===== src/hdl/svc_pkg.sv =====
/*
  Shared types and constants of the servo command and interlock block.
  Assumes a 250 MHz control clock; all timing counts derive from it.
*/
package svc_pkg;
  typedef enum logic [1:0] {
    MODE_POS = 2'b00,
    MODE_SPD = 2'b01,
    MODE_TRQ = 2'b10,
    MODE_PTB = 2'b11
  } ctrl_mode_t;
  typedef enum logic [1:0] {
    FORM_FR = 2'b00,
    FORM_PS = 2'b01,
    FORM_AB = 2'b10
  } pulse_form_t;
  typedef enum logic [1:0] {
    DSP_LAMP  = 2'b00,
    DSP_LABEL = 2'b01,
    DSP_DATA  = 2'b10
  } disp_state_t;
  localparam int CLK_HZ       = 250_000_000;
  localparam int CLK_NS       = 4;
  localparam int LAMP_TIME_US = 1000;
  localparam int LAMP_CYC     = LAMP_TIME_US * (CLK_HZ / 1_000_000);
  localparam int LABEL_TIME_S = 2;
  localparam int LABEL_CYC    = LABEL_TIME_S * CLK_HZ;
  localparam int FILT1_NS     = 200;
  localparam int FILT2_NS     = 500;
  localparam int FILT1_CYC    = (FILT1_NS + CLK_NS - 1) / CLK_NS;
  localparam int FILT2_CYC    = (FILT2_NS + CLK_NS - 1) / CLK_NS;
  localparam int FILT_W       = 7;
  localparam logic [8:0] PPR_NATIVE  = 9'h000;
  localparam logic [8:0] PPR_MIN     = 9'h064;
  localparam logic [8:0] PPR_MAX     = 9'h1f4;
  localparam logic [8:0] PPR_DEFAULT = 9'h064;
  localparam logic [31:0] PPR_UNIT   = 32'h0000_0064;
  localparam int ENC_RES_DEF  = 131072;
  localparam int GEAR_W       = 16;
  localparam int POS_W        = 32;
  localparam logic [7:0] WARN_NONE   = 8'h00;
  localparam logic [7:0] WARN_ESTOP  = 8'h61;
  localparam int PFS_W        = 6;
  localparam int PFS_FORM_LSB = 0;
  localparam int PFS_NEG_BIT  = 2;
  localparam int PFS_FILT_LSB = 4;
  localparam int PIN_W   = 11;
  localparam int PIN_SON = 0;
  localparam int PIN_EM  = 1;
  localparam int PIN_FL  = 2;
  localparam int PIN_RL  = 3;
  localparam int PIN_FS  = 4;
  localparam int PIN_RS  = 5;
  localparam int PIN_FT  = 6;
  localparam int PIN_RT  = 7;
  localparam int PIN_BTN = 8;
  localparam int PIN_A   = 9;
  localparam int PIN_B   = 10;
  localparam int DO_W    = 2;
  localparam int DO_RDY  = 0;
  localparam int DO_ALM  = 1;
endpackage


===== src/hdl/pin_sync.sv =====
/*
  Three-stage pin synchroniser; a change is taken once stages two and three agree.
  Assumes asynchronous pins and one clock.
*/
`timescale 1ns/10ps
module pin_sync #(
  parameter int W = 1
) (
  input  wire logic         i_sys_clk,
  input  wire logic         i_rst,
  input  wire logic [W-1:0] i_pin,
  output logic      [W-1:0] o_q
);
  typedef struct packed {
    logic [W-1:0] s1;
    logic [W-1:0] s2;
    logic [W-1:0] s3;
    logic [W-1:0] q;
  } sync_t;
  sync_t st_reg;
  sync_t st_next;

  always_comb begin
    st_next    = st_reg;
    st_next.s1 = i_pin;
    st_next.s2 = st_reg.s1;
    st_next.s3 = st_reg.s2;
    for (int i = 0; i < W; i++) begin
      if (st_reg.s2[i] == st_reg.s3[i]) begin
        st_next.q[i] = st_reg.s3[i];
      end
    end
  end

  always_ff @(posedge i_sys_clk or posedge i_rst) begin
    if (i_rst) begin
      st_reg <= '0;
    end else begin
      st_reg <= st_next;
    end
  end

  assign o_q = st_reg.q;
endmodule


===== src/hdl/pulse_decoder.sv =====
/*
  Command pulse decoder: noise filter, polarity, and the three input forms.
  Assumes synchronised A and B inputs on the control clock.
*/
`timescale 1ns/10ps
module pulse_decoder (
  input  wire logic       i_sys_clk,
  input  wire logic       i_rst,
  // Pulse inputs
  input  wire logic       i_a,
  input  wire logic       i_b,
  // Settings
  input  wire logic [1:0] i_form,
  input  wire logic       i_neg,
  input  wire logic [1:0] i_filt,
  // Decoded count
  output logic            o_step,
  output logic            o_fwd
);
  typedef struct packed {
    logic [1:0]                          fv;
    logic [1:0][svc_pkg::FILT_W-1:0]     cnt;
    logic                                step;
    logic                                fwd;
  } dec_t;
  dec_t st_reg;
  dec_t st_next;
  logic [svc_pkg::FILT_W-1:0] thr;
  logic [1:0]                 raw;
  logic [1:0]                 nv;

  always_comb begin
    thr = (i_filt == 2'h1) ? svc_pkg::FILT_W'(svc_pkg::FILT1_CYC) :
          (i_filt == 2'h2) ? svc_pkg::FILT_W'(svc_pkg::FILT2_CYC) : 7'h01;
    raw = {i_b, i_a} ^ {2{i_neg}};
    st_next      = st_reg;
    st_next.step = 1'b0;
    for (int i = 0; i < 2; i++) begin
      if (raw[i] == st_reg.fv[i]) begin
        st_next.cnt[i] = '0;
      end else if (st_reg.cnt[i] + 7'h01 >= thr) begin
        st_next.fv[i]  = raw[i];
        st_next.cnt[i] = '0;
      end else begin
        st_next.cnt[i] = st_reg.cnt[i] + 7'h01;
      end
    end
    nv = st_next.fv;
    unique case (i_form)
      svc_pkg::FORM_PS: begin
        st_next.step = nv[0] & ~st_reg.fv[0];
        st_next.fwd  = ~nv[1];
      end
      svc_pkg::FORM_AB: begin
        st_next.step = (nv[0] ^ st_reg.fv[0]) ^ (nv[1] ^ st_reg.fv[1]);
        st_next.fwd  = ~(st_reg.fv[0] ^ nv[1]);
      end
      default: begin
        st_next.step = (nv[0] & ~st_reg.fv[0]) ^ (nv[1] & ~st_reg.fv[1]);
        st_next.fwd  = nv[0] & ~st_reg.fv[0];
      end
    endcase
  end

  always_ff @(posedge i_sys_clk or posedge i_rst) begin
    if (i_rst) begin
      st_reg <= '0;
    end else begin
      st_reg <= st_next;
    end
  end

  assign o_step = st_reg.step;
  assign o_fwd  = st_reg.fwd;

  a_quad_edge: assert property (@(posedge i_sys_clk) disable iff (i_rst)
    (i_form == svc_pkg::FORM_AB && $countones(st_next.fv ^ st_reg.fv) == 1) |=> o_step)
    else $error("Quadrature edge produced no count.");
endmodule


===== src/hdl/servo_command_interlock.sv =====
/*
  Command and interlock logic of a servo amplifier: pulse scaling, run, coast
  and brake decisions, ready and forced-stop indication, start-up display.
  Assumes the pins arrive asynchronously, and that alarm and feedback come
  from logic on the same clock.
*/
// Summary of operation
// - At power-up the lamp check pattern shows briefly and raises no alarm.
// - Position mode shows the feedback label, then data after 2 s or a button.
// - Pulses per revolution: 0 uses the gear ratio, 100 to 500 mean times 100.
// - Pulses per revolution setting defaults to 100, ten thousand per turn.
// - Command counts are scaled by gear numerator over denominator when pulses per revolution is 0.
// - Three pulse input forms, each with positive or negative logic.
// - Quadrature form counts every edge of both phases, four per period.
// - Stronger filter levels suit rates up to 500 and 200 kpps.
// - Direction select swaps which command direction turns the motor CCW.
// - Ready rises once servo-on follows servo_on and forced stop both on.
// - Servo-on off stops the power stage and lets the motor coast.
// - Any alarm stops the power stage and applies the dynamic brake.
// - Forced stop off brakes dynamically and raises the forced-stop warning.
// - Position mode stroke limit off clears error, locks shaft, and drops reverse pulses too.
// - Speed mode stroke limit off stops at once and locks, allows reverse.
// - Start inputs equal: decelerate to stop in speed and positioning modes.
// - Torque mode with torque selects equal lets the motor coast.
// - Mapped limits follow auto-on selection; unmapped limits count as on.
// - Torque mode ignores both stroke limits.
// - Settings take effect only at the power cycle, not when written, except auto-on selection and limit mapping, which act at once.
// - Test forcing of each digital output and a live view of inputs.
`timescale 1ns/10ps
module servo_command_interlock #(
  parameter int LAMP_CYC  = svc_pkg::LAMP_CYC,
  parameter int LABEL_CYC = svc_pkg::LABEL_CYC,
  parameter int ENC_RES   = svc_pkg::ENC_RES_DEF
) (
  input  wire logic                      i_sys_clk,
  input  wire logic                      i_rst,
  // Controller pins
  input  wire logic                      i_servo_on,
  input  wire logic                      i_forced_stop_input,
  input  wire logic                      i_fwd_stroke_limit,
  input  wire logic                      i_rev_stroke_limit,
  input  wire logic                      i_fwd_start_input,
  input  wire logic                      i_rev_start_input,
  input  wire logic                      i_fwd_torque_select,
  input  wire logic                      i_rev_torque_select,
  input  wire logic                      i_cmd_pulse_a,
  input  wire logic                      i_cmd_pulse_b,
  input  wire logic                      i_panel_button,
  // Settings
  input  wire logic [1:0]                i_control_mode_select,
  input  wire logic [8:0]                i_pulses_per_rev_setting,
  input  wire logic [svc_pkg::GEAR_W-1:0] i_gear_numerator,
  input  wire logic [svc_pkg::GEAR_W-1:0] i_gear_denominator,
  input  wire logic [svc_pkg::PFS_W-1:0] i_pulse_form_select,
  input  wire logic                      i_direction_select,
  input  wire logic [1:0]                i_auto_on_input_select,
  input  wire logic                      i_fwd_limit_mapped,
  input  wire logic                      i_rev_limit_mapped,
  // Internal status
  input  wire logic                      i_alarm,
  input  wire logic                      i_fb_step,
  input  wire logic                      i_fb_ccw,
  // Output test
  input  wire logic                      i_do_test_en,
  input  wire logic [svc_pkg::DO_W-1:0]  i_do_test_val,
  // Indications
  output logic                           o_ready,
  output logic                           o_alarm_out,
  output logic [7:0]                     o_warn_code,
  output logic [1:0]                     o_disp_state,
  output logic [svc_pkg::PIN_W-1:0]      o_input_view,
  // Power stage
  output logic                           o_base_on,
  output logic                           o_dyn_brake,
  output logic                           o_coast,
  output logic                           o_decel_stop,
  output logic                           o_shaft_lock,
  // Position reference
  output logic                           o_motor_step,
  output logic                           o_motor_ccw,
  output logic [svc_pkg::POS_W-1:0]      o_pos_ref,
  output logic [svc_pkg::POS_W-1:0]      o_droop
);
  if (LAMP_CYC < 1 || LABEL_CYC < 1 || ENC_RES < 1) begin : g_chk
    $error("Timing counts and encoder resolution must be positive.");
  end

  typedef struct packed {
    logic                         cfg_done;
    svc_pkg::ctrl_mode_t          mode;
    logic [1:0]                   form;
    logic                         neg;
    logic [1:0]                   filt;
    logic                         dir_sel;
    logic [31:0]                  num;
    logic [31:0]                  den;
    logic signed [33:0]           resid;
    logic [svc_pkg::POS_W-1:0]    pos;
    logic [svc_pkg::POS_W-1:0]    droop;
    logic                         ready_int;
    logic                         ready;
    logic                         alm;
    logic                         base_on;
    logic                         brake;
    logic                         coast;
    logic                         decel;
    logic                         lock;
    logic                         step;
    logic                         ccw;
    logic [7:0]                   warn;
    svc_pkg::disp_state_t         disp;
    logic [31:0]                  tmr;
    logic                         btn_prev;
    logic [svc_pkg::PIN_W-1:0]    view;
  } st_t;
  st_t st_reg;
  st_t st_next;

  logic [svc_pkg::PIN_W-1:0] pin_q;
  logic                      dec_step;
  logic                      dec_fwd;
  logic                      servo_on;
  logic                      em;
  logic                      fl_eff;
  logic                      rl_eff;
  logic                      run_ok;
  logic                      pos_like;
  logic                      lim_mode;
  logic                      accept;
  logic                      cmd_ccw;
  logic                      btn_rise;
  logic [8:0]                ppr;
  logic signed [33:0]        add;
  logic signed [33:0]        den_s;
  logic                      drain_p;
  logic                      drain_n;

  pin_sync #(
    .W (svc_pkg::PIN_W)
  ) u_sync (
    .i_sys_clk (i_sys_clk),
    .i_rst     (i_rst),
    .i_pin     ({i_cmd_pulse_b, i_cmd_pulse_a, i_panel_button, i_rev_torque_select,
                 i_fwd_torque_select, i_rev_start_input, i_fwd_start_input,
                 i_rev_stroke_limit, i_fwd_stroke_limit, i_forced_stop_input, i_servo_on}),
    .o_q       (pin_q)
  );

  pulse_decoder u_dec (
    .i_sys_clk (i_sys_clk),
    .i_rst     (i_rst),
    .i_a       (pin_q[svc_pkg::PIN_A]),
    .i_b       (pin_q[svc_pkg::PIN_B]),
    .i_form    (st_reg.form),
    .i_neg     (st_reg.neg),
    .i_filt    (st_reg.filt),
    .o_step    (dec_step),
    .o_fwd     (dec_fwd)
  );

  always_comb begin
    servo_on      = pin_q[svc_pkg::PIN_SON];
    em       = pin_q[svc_pkg::PIN_EM];
    // Unmapped limits read as on; torque mode never looks at them.
    fl_eff   = ~i_fwd_limit_mapped | pin_q[svc_pkg::PIN_FL] | i_auto_on_input_select[0];
    rl_eff   = ~i_rev_limit_mapped | pin_q[svc_pkg::PIN_RL] | i_auto_on_input_select[1];
    lim_mode = st_reg.mode != svc_pkg::MODE_TRQ;
    pos_like = st_reg.mode == svc_pkg::MODE_POS || st_reg.mode == svc_pkg::MODE_PTB;
    run_ok   = st_reg.cfg_done & servo_on & em & ~i_alarm;
    btn_rise = pin_q[svc_pkg::PIN_BTN] & ~st_reg.btn_prev;
    ppr      = i_pulses_per_rev_setting;
    if (ppr != svc_pkg::PPR_NATIVE && (ppr < svc_pkg::PPR_MIN || ppr > svc_pkg::PPR_MAX)) begin
      ppr = svc_pkg::PPR_DEFAULT;
    end
    cmd_ccw  = dec_fwd ^ st_reg.dir_sel;
    // Pulses outside servo-on and into a closed limit leave no reference behind.
    accept   = dec_step & st_reg.ready_int & pos_like
             & ~(lim_mode & cmd_ccw & ~fl_eff) & ~(lim_mode & ~cmd_ccw & ~rl_eff);
    add      = accept ? (cmd_ccw ? $signed({2'b00, st_reg.num}) : -$signed({2'b00, st_reg.num})) : '0;
    den_s    = $signed({2'b00, st_reg.den});
    drain_p  = st_reg.resid >= den_s;
    drain_n  = st_reg.resid <= -den_s;

    st_next          = st_reg;
    st_next.btn_prev = pin_q[svc_pkg::PIN_BTN];
    st_next.view     = pin_q;
    st_next.step     = 1'b0;

    // Settings are taken once, at the first edge after reset.
    if (!st_reg.cfg_done) begin
      st_next.cfg_done = 1'b1;
      st_next.mode     = svc_pkg::ctrl_mode_t'(i_control_mode_select);
      st_next.form     = i_pulse_form_select[svc_pkg::PFS_FORM_LSB +: 2];
      st_next.neg      = i_pulse_form_select[svc_pkg::PFS_NEG_BIT];
      st_next.filt     = i_pulse_form_select[svc_pkg::PFS_FILT_LSB +: 2];
      st_next.dir_sel  = i_direction_select;
      if (ppr == svc_pkg::PPR_NATIVE) begin
        st_next.num = (i_gear_numerator == '0) ? 32'h0000_0001 : 32'(i_gear_numerator);
        st_next.den = (i_gear_denominator == '0) ? 32'h0000_0001 : 32'(i_gear_denominator);
      end else begin
        st_next.num = 32'(ENC_RES);
        st_next.den = 32'(ppr) * svc_pkg::PPR_UNIT;
      end
    end

    // Run, coast and brake decisions.
    st_next.ready_int = run_ok;
    st_next.alm       = i_alarm;
    st_next.base_on   = run_ok & ~(st_reg.mode == svc_pkg::MODE_TRQ &&
                        pin_q[svc_pkg::PIN_FT] == pin_q[svc_pkg::PIN_RT]);
    st_next.brake     = i_alarm | ~em;
    st_next.coast     = ~st_next.base_on & ~st_next.brake;
    st_next.warn      = em ? svc_pkg::WARN_NONE : svc_pkg::WARN_ESTOP;
    st_next.decel     = run_ok & (st_reg.mode == svc_pkg::MODE_SPD || st_reg.mode == svc_pkg::MODE_PTB)
                      & (pin_q[svc_pkg::PIN_FS] == pin_q[svc_pkg::PIN_RS]);
    st_next.lock      = run_ok & lim_mode & (~fl_eff | ~rl_eff);

    // Outputs under test are forced; the block's own state keeps running.
    st_next.ready = i_do_test_en ? i_do_test_val[svc_pkg::DO_RDY] : run_ok;
    st_next.alm   = i_do_test_en ? i_do_test_val[svc_pkg::DO_ALM] : i_alarm;

    // Scaled reference: one motor step leaves the residue per clock.
    st_next.resid = st_reg.resid + add;
    if (drain_p) begin
      st_next.resid = st_next.resid - den_s;
      st_next.step  = 1'b1;
      st_next.ccw   = 1'b1;
      st_next.pos   = st_reg.pos + 32'h0000_0001;
    end else if (drain_n) begin
      st_next.resid = st_next.resid + den_s;
      st_next.step  = 1'b1;
      st_next.ccw   = 1'b0;
      st_next.pos   = st_reg.pos - 32'h0000_0001;
    end
    st_next.droop = st_reg.droop;
    if (st_next.step) begin
      st_next.droop = st_next.ccw ? st_next.droop + 32'h0000_0001 : st_next.droop - 32'h0000_0001;
    end
    if (i_fb_step) begin
      st_next.droop = i_fb_ccw ? st_next.droop - 32'h0000_0001 : st_next.droop + 32'h0000_0001;
    end
    if (st_reg.mode == svc_pkg::MODE_POS && (~fl_eff | ~rl_eff)) begin
      st_next.droop = '0;
      st_next.resid = '0;
    end

    // Start-up display; the lamp check is only a pattern, never an alarm.
    st_next.tmr = st_reg.tmr + 32'h0000_0001;
    unique case (st_reg.disp)
      svc_pkg::DSP_LAMP: begin
        if (st_reg.tmr >= 32'(LAMP_CYC - 1)) begin
          st_next.tmr  = '0;
          st_next.disp = (st_reg.mode == svc_pkg::MODE_POS) ? svc_pkg::DSP_LABEL : svc_pkg::DSP_DATA;
        end
      end
      svc_pkg::DSP_LABEL: begin
        if (btn_rise || st_reg.tmr >= 32'(LABEL_CYC - 1)) begin
          st_next.disp = svc_pkg::DSP_DATA;
        end
      end
      svc_pkg::DSP_DATA: begin
        st_next.tmr = st_reg.tmr;
      end
      default: begin
        st_next.disp = svc_pkg::DSP_DATA;
      end
    endcase
    if (!st_reg.cfg_done) begin
      st_next.tmr  = '0;
      st_next.disp = svc_pkg::DSP_LAMP;
    end
  end

  always_ff @(posedge i_sys_clk or posedge i_rst) begin
    if (i_rst) begin
      st_reg      <= '0;
      st_reg.mode <= svc_pkg::MODE_POS;
      st_reg.num  <= 32'h0000_0001;
      st_reg.den  <= 32'h0000_2710;
      st_reg.disp <= svc_pkg::DSP_LAMP;
    end else begin
      st_reg <= st_next;
    end
  end

  assign o_ready      = st_reg.ready;
  assign o_alarm_out  = st_reg.alm;
  assign o_warn_code  = st_reg.warn;
  assign o_disp_state = st_reg.disp;
  assign o_input_view = st_reg.view;
  assign o_base_on    = st_reg.base_on;
  assign o_dyn_brake  = st_reg.brake;
  assign o_coast      = st_reg.coast;
  assign o_decel_stop = st_reg.decel;
  assign o_shaft_lock = st_reg.lock;
  assign o_motor_step = st_reg.step;
  assign o_motor_ccw  = st_reg.ccw;
  assign o_pos_ref    = st_reg.pos;
  assign o_droop      = st_reg.droop;

  a_ready_cause: assert property (@(posedge i_sys_clk) disable iff (i_rst)
    st_reg.ready_int |-> $past(servo_on & em & ~i_alarm))
    else $error("Ready without servo_on and forced stop.");
  a_son_coast: assert property (@(posedge i_sys_clk) disable iff (i_rst)
    (!servo_on && em && !i_alarm) |=> (!o_base_on && !o_dyn_brake && o_coast))
    else $error("Servo off did not coast.");
  a_alarm_brake: assert property (@(posedge i_sys_clk) disable iff (i_rst)
    i_alarm |=> (o_dyn_brake && !o_base_on))
    else $error("Alarm did not brake.");
  a_estop_warn: assert property (@(posedge i_sys_clk) disable iff (i_rst)
    !em |=> (o_dyn_brake && !o_base_on && o_warn_code == svc_pkg::WARN_ESTOP))
    else $error("Forced stop did not brake and warn.");
  a_limit_droop: assert property (@(posedge i_sys_clk) disable iff (i_rst)
    (st_reg.mode == svc_pkg::MODE_POS && !fl_eff) |=> (o_droop == '0 && st_reg.resid == '0))
    else $error("Stroke limit did not clear the error.");
  a_unready_drop: assert property (@(posedge i_sys_clk) disable iff (i_rst)
    (!st_reg.ready_int && st_reg.resid == '0) |=> st_reg.resid == '0)
    else $error("Reference grew while not ready.");
  a_start_decel: assert property (@(posedge i_sys_clk) disable iff (i_rst)
    (run_ok && st_reg.mode == svc_pkg::MODE_SPD && pin_q[svc_pkg::PIN_FS] == pin_q[svc_pkg::PIN_RS])
    |=> o_decel_stop)
    else $error("Equal start inputs did not decelerate.");
  a_torque_coast: assert property (@(posedge i_sys_clk) disable iff (i_rst)
    (st_reg.mode == svc_pkg::MODE_TRQ && pin_q[svc_pkg::PIN_FT] == pin_q[svc_pkg::PIN_RT]) |=> !o_base_on)
    else $error("Equal torque selects did not coast.");
  a_torque_nolim: assert property (@(posedge i_sys_clk) disable iff (i_rst)
    st_reg.mode == svc_pkg::MODE_TRQ |=> !o_shaft_lock)
    else $error("Torque mode honoured a stroke limit.");
  a_cfg_frozen: assert property (@(posedge i_sys_clk) disable iff (i_rst)
    st_reg.cfg_done |=> ($stable(st_reg.mode) && $stable(st_reg.num) && $stable(st_reg.dir_sel)))
    else $error("Settings changed without a power cycle.");
  a_label_hold: assert property (@(posedge i_sys_clk) disable iff (i_rst)
    (o_disp_state == svc_pkg::DSP_LABEL && !btn_rise && st_reg.tmr < 32'(LABEL_CYC - 1))
    |=> o_disp_state == svc_pkg::DSP_LABEL)
    else $error("Label left early.");
  a_lamp_quiet: assert property (@(posedge i_sys_clk) disable iff (i_rst)
    (o_disp_state == svc_pkg::DSP_LAMP && $past(em)) |-> o_warn_code == svc_pkg::WARN_NONE)
    else $error("Lamp check raised a warning.");

  c_ready: cover property (@(posedge i_sys_clk) disable iff (i_rst) $rose(o_ready));
  c_step: cover property (@(posedge i_sys_clk) disable iff (i_rst) o_motor_step);
  c_lock: cover property (@(posedge i_sys_clk) disable iff (i_rst) o_shaft_lock);
  c_data: cover property (@(posedge i_sys_clk) disable iff (i_rst) $rose(o_disp_state == svc_pkg::DSP_DATA));
endmodule


===== config.mk =====
export PLATFORM = sky130hd
export DESIGN_NAME = servo_command_interlock
export DESIGN_NICKNAME = d
export VERILOG_FILES = /design/src/hdl/svc_pkg.sv /design/src/hdl/pin_sync.sv /design/src/hdl/pulse_decoder.sv /design/src/hdl/servo_command_interlock.sv
export SDC_FILE = /design/constraint.sdc
export NUM_CORES = 1
export LEC_CHECK = 0
export BUFFER_PORTS_ARGS = -buffer_cell sky130_fd_sc_hd__buf_2
export CAP_MARGIN = 10
export CORE_UTILIZATION = 50
export CTS_CLUSTER_SIZE = 40
export DETAILED_ROUTE_END_ITERATION = 8
export PLACE_DENSITY = 0.68
export SYNTH_ARGS = -nofsm -noshare
export SYNTH_HDL_FRONTEND = slang
export SYNTH_SLANG_ARGS = --single-unit

===== constraint.sdc =====
create_clock -name i_sys_clk -period 10.07 [get_ports i_sys_clk]
set_input_delay 1.007 -clock i_sys_clk [delete_from_list [all_inputs] [get_ports i_sys_clk]]
set_output_delay 1.007 -clock i_sys_clk [all_outputs]
set_load 0.01 [all_outputs]

; Word-level counts from Yosys, hierarchy flattened
; Index checks and enable logic that the tools add are counted.
[totals]
reg_bits = 296
latch_bits = 0
ramBits = 0
romBits = 0
in_bits = 73
output_inout_bits = 94
wordCells = 197
mem_count = 0
[classes]
addsub = 14
mul = 1
div_mod_pow = 0
n_lt_le_gt_ge = 8
n_eq_ne = 28
shifts = 0
muxes = 36
bitwise = 50
reduce_logical = 15
[ops]
columns = op, count
row1 = 34-bit two-way mux, 5
row2 = 32-bit two-way mux, 5
row3 = 66-bit two-way mux, 2
row4 = 32-bit by 1-bit adder with 32-bit output (second input constant), 4
row5 = 32-bit by 1-bit subtractor with 32-bit output (second input constant), 3
row6 = 32-bit negator with 34-bit output, 2
row7 = 32-bit one-hot mux with 2 select lines, 1
row8 = 50-bit two-way mux, 1
row9 = 7-bit two-way mux, 7
row10 = 34-bit by 33-bit adder with 34-bit output, 1
row11 = 34-bit adder, 1
row12 = 34-bit by 33-bit greater-or-equal comparator with 1-bit output, 1
row13 = 34-bit less-or-equal comparator, 1
row14 = 34-bit by 33-bit subtractor with 34-bit output, 1
row15 = 32-bit by 18-bit greater-or-equal comparator with 1-bit output (second input constant), 1
row16 = 32-bit by 29-bit greater-or-equal comparator with 1-bit output (second input constant), 1
row17 = 16-bit zero test, 2
row18 = 16-bit two-way mux, 2
row19 = 1-bit AND, 20
row20 = 1-bit NOT, 17
row21 = 1-bit == test, 15
row22 = 7-bit by 1-bit adder with 7-bit output (second input constant), 2
row23 = 7-bit greater-or-equal comparator, 2
row24 = 9-bit by 5-bit multiplier with 14-bit output (second input constant), 1
row25 = 21 further kinds, 54

; Longest topological paths before layout
[depth]
ltp_word = 14
ltp_mapped = 43
depth_no_buf = 42

; Cells and area by module
; From an unflattened synthesis, not the netlist that was laid out.
[unflattened]
cells_unflattened = 2584
area_unflattened_um2 = 21988.6
[by_module_without_submodules]
columns = module, n_inst, cells_each, area_per_inst_um2, seq_area_each_um2
row1 = servo_command_interlock, 1, 2394, 19447.4, 4912.2
row2 = pin_sync, 1, 67, 1311.3, 1101.1
row3 = pulse_decoder, 1, 123, 1229.9, 450.4

; Least setup slack after synthesis
; Ideal clock, no wire load.
[synth_timing]
path_type = reg-to-reg
from = reg st_reg, in the netlist den_s[2]
to = reg st_reg, in the netlist o_droop[28]
setup_time_ns = 0.126
t_arrival_ns = 8.107
t_required_ns = 9.944
setup_slack_ns = 1.837
path_stages_with_launch = 38
path_buffers = 0
synth_period_minus_slack_ns = 8.233
path_cell_list = dfrtp_1 > nor4_1 > and4_1 > nand4_1 > nor4_1 > ha_1 > nand4_1 > nor4_1 > nand2_1 > a21oi_1 > nor3_2 > xor2_2 > and2_1 > nand2_1 > nand2_1 > inv_1 > ha_1 > a21o_1 > [... 2 more ...] > o311a_1 > o211ai_1 > nor2b_1 > o21ai_0 > a21o_1 > a21oi_1 > xor2_1 > o21ai_0 > ha_1 > a21o_1 > a2111oi_1 > nor2_1 > a21oi_1 > a21oi_1 > a221o_1 > a21oi_1 > nor4_1 > a221o_1
[synth_rtl]
columns = element, line_no
row1 = "start, declared", servo_command_interlock.sv:116  ; st_t st_reg;
row2 = "start signal, assigned", servo_command_interlock.sv:282  ; st_reg <= st_next;

==> flow_metrics.tcl <==
set metrics [dict create \
    status "complete, no violations" \
    die-area_um2 43400 \
    seq_area_um2 6460 \
    nFillCells 3840 \
    synthArstFlopShare_pct 100 \
    endpoint_kind "flop" \
    place_congestion 0.925 \
    cts_hold_buf 0 \
    syn2layout_area_growth_pct 8.74 \
    reg2reg_slack_ps 780 \
    placementRows 75 \
    critPathCapture "o_droop[31]" \
    critical_path_class "reg2reg" \
    avgSynthCellArea_um2 8.68 \
    avgViaCountPerCell 5.95 \
    tns_ps 0 \
    drive_above_1_share_pct 11.3 \
    drv_slew 0 \
    worstMarginPinSlew_ps 1120 \
    period_share_pct 92.3 \
    vias 18302 \
    peakVddDrop_v 0.000153 \
    antenna_found_initial 1 \
    wl_per_cell_um 17.5 \
    worstPathArrival_ps 9810 \
    ys_ff_latch 258 \
    crit_start "den_s[2]" \
    numPortBuffers 160 \
    hold_class "reg2reg" \
    totalWireLength_um 53700 \
    power_density_nw_per_um2 277 \
    yosys_warnings 0 \
    r2r_start "den_s[2]" \
    r2r_end "o_droop[31]" \
    cap_violations 0 \
    cts_sinks 258 \
    root_buffer "clkbuf_16" \
    hold_viol 0 \
    grt_max_degree 81 \
    slowest_delay_ps 500 \
    h-tree-depth 1 \
    clk_latency_ps 590 \
    die_w_um 208 \
    initial_core_util_pct 50.7 \
    clock.fmax_mhz 108 \
    p_total_mw 6.41 \
    required_ps 10590 \
    rsz0062_at_grt "false" \
    cts_made_buffers 31 \
    clk_path_buf_depth 3 \
    relSlewSlack_pct 25.3 \
    io_pins 167 \
    clkTransAtPathRegs_ps 70 \
    grt_pass1_vias 17556 \
    dieHeight_um 208 \
    synth_seq_area_share_pct 30.4 \
    syn_inst 2453 \
    postCtsSetupBuffers 0 \
    multi_input_area_um2 13600 \
    dp_hpwl_um 40200 \
    critical-path-slowest-cell "nor4_2" \
    synth-edff-count 0 \
    fin_nets 2843 \
    setup_viol 0 \
    path_common_cell "a21oi_1" \
    drc 0 \
    grt_pass1_wl_um 88200 \
    ant_nets 0 \
    start_kind "flop" \
    p_leak_nw 10.8 \
    cts.repair.resized 0 \
    cp_max_fo 14 \
    grt_util_all_layers_pct 24.5 \
    cts_tree "built" \
    drt-initial-drc-count 1217 \
    grt_overflow 0 \
    firstDrtPassIters 6 \
    fin_crit_ps 9290 \
    yosys.cell_types.count 91 \
    skew_ps 20.2 \
    core_area_um2 41900 \
    ys.flop_type "dfrtp_1" \
    r2r_cells 41 \
    syn_area_um2 21300 \
    largest_register_ffs 93 \
]
final cells by class:
cell class                 count  share of cell area [%]
multi-input combinational   1933                    58.6
sequential                   258                    27.9
timing repair buffer         180                    4.11
clock buffer                  36                    3.56
tap                          539                    2.91
inverter                     113                    1.87
clock inverter                17                    1.02
antenna                        1                  0.0108
critical path, delay by kind of cell (launching register included):
family                     cells  cell delay, ps
AOI/OAI and AO/OA             17            3380
and+or+nand+nor               16            2900
DFF                            1             430
buffers and inverters          2             730
adders and majority gates      3            1110
xor gates and xnor gates       3             650
worst min-delay path by stage:
stage | startpoint | to | slack [ps] | cells past startpoint
after floorplan | u_sync.st_next[22] | u_sync.st_next[11] | 330 | 0
after global placement | u_sync.st_next[28] | u_sync.st_next[17] | 330 | 0
after detailed placement | u_sync.st_next[28] | u_sync.st_next[17] | 330 | 0
after CTS | u_sync.st_next[28] | u_sync.st_next[17] | 350 | 0
after global routing | u_sync.st_next[27] | u_sync.st_next[16] | 350 | 0
final | u_sync.st_next[29] | u_sync.st_next[18] | 350 | 0
where the power goes:
| group | internal [mW] | total [mW] | switching, mW |
|---|---|---|---|
| Sequential | 1.27 | 1.54 | 0.273 |
| Clock | 0.711 | 1.17 | 0.463 |
| Combinational | 1.52 | 3.70 | 2.17 |
kinds of logic after synthesis:
| kind of cell | synth area share (%) |
|---|---|
| flops | 30.4 |
| other cells | 0.0353 |
| xor+xnor | 8.45 |
| buf+inv | 6.19 |
| simple gates | 18.0 |
| mux | 1.31 |
| fa+ha+maj | 15.7 |
| compound gates | 20.0 |
Yosys cell counts, drive strengths merged, types with 11 or more instances:
cell	count	area, µm²
clkbuf	63	236
maj3	11	110
mux2	11	128
o211ai	13	97.6
ha	244	3050
nand2	147	554
buf	90	657
nor2b	35	219
a21oi	186	931
nand2b	41	257
o21ai	141	717
a22o	14	123
xor2	98	866
a221o	13	130
nand3	70	350
nor2	253	952
nor4	39	244
xnor2	104	911
and3	26	163
a211oi	41	308
a31oi	35	234
nor3	60	305
dfrtp	252	6310
nand4	41	257
or3	21	131
o31ai	16	125
o21bai	22	165
mux2i	15	150
a21o	52	390
o21a	18	135
inv	112	420
through the flow:
step	utilization, %	hold slack [ps]	setup slack, ps	area [µm²]	std cells
3_3_place_gp	52.6	332	772	22100	3022
4_1_cts	55.1	346	587	23100	3075
3_5_place_dp	52.6	335	639	22100	3022
5_1_grt	55.2	352	11.9	23100	3077
2_1_floorplan	-	331	1840	21300	2457
6_report	55.2	346	778	23100	3077
cell usage in the layout (no fill, tap or decap), drive strengths merged, types with 26 or more instances in the layout:
master  count
clkbuf     36
a21o       52
nand2b     41
dfrtp     252
inv       116
and3       26
nor2b      35
o21ai     141
buf       180
nand3      70
nor4       39
xor2       98
nand2     147
nor2      253
a31oi      35
a211oi     41
ha        244
xnor2     104
nand4      41
a21oi     186
nor3       60
metal layers:
layer | track usage, % | up-vias | part of all wire, %
li1 | - | 8939 | -
met1 | 32.2 | 8821 | 45
met2 | 42.2 | 451 | 48
met3 | 2.64 | 91 | 4.4
met4 | 7.92 | 0 | 2.6
met5 | 0 | - | 0
No activity file was read; power rests on OpenSTA's default activity.
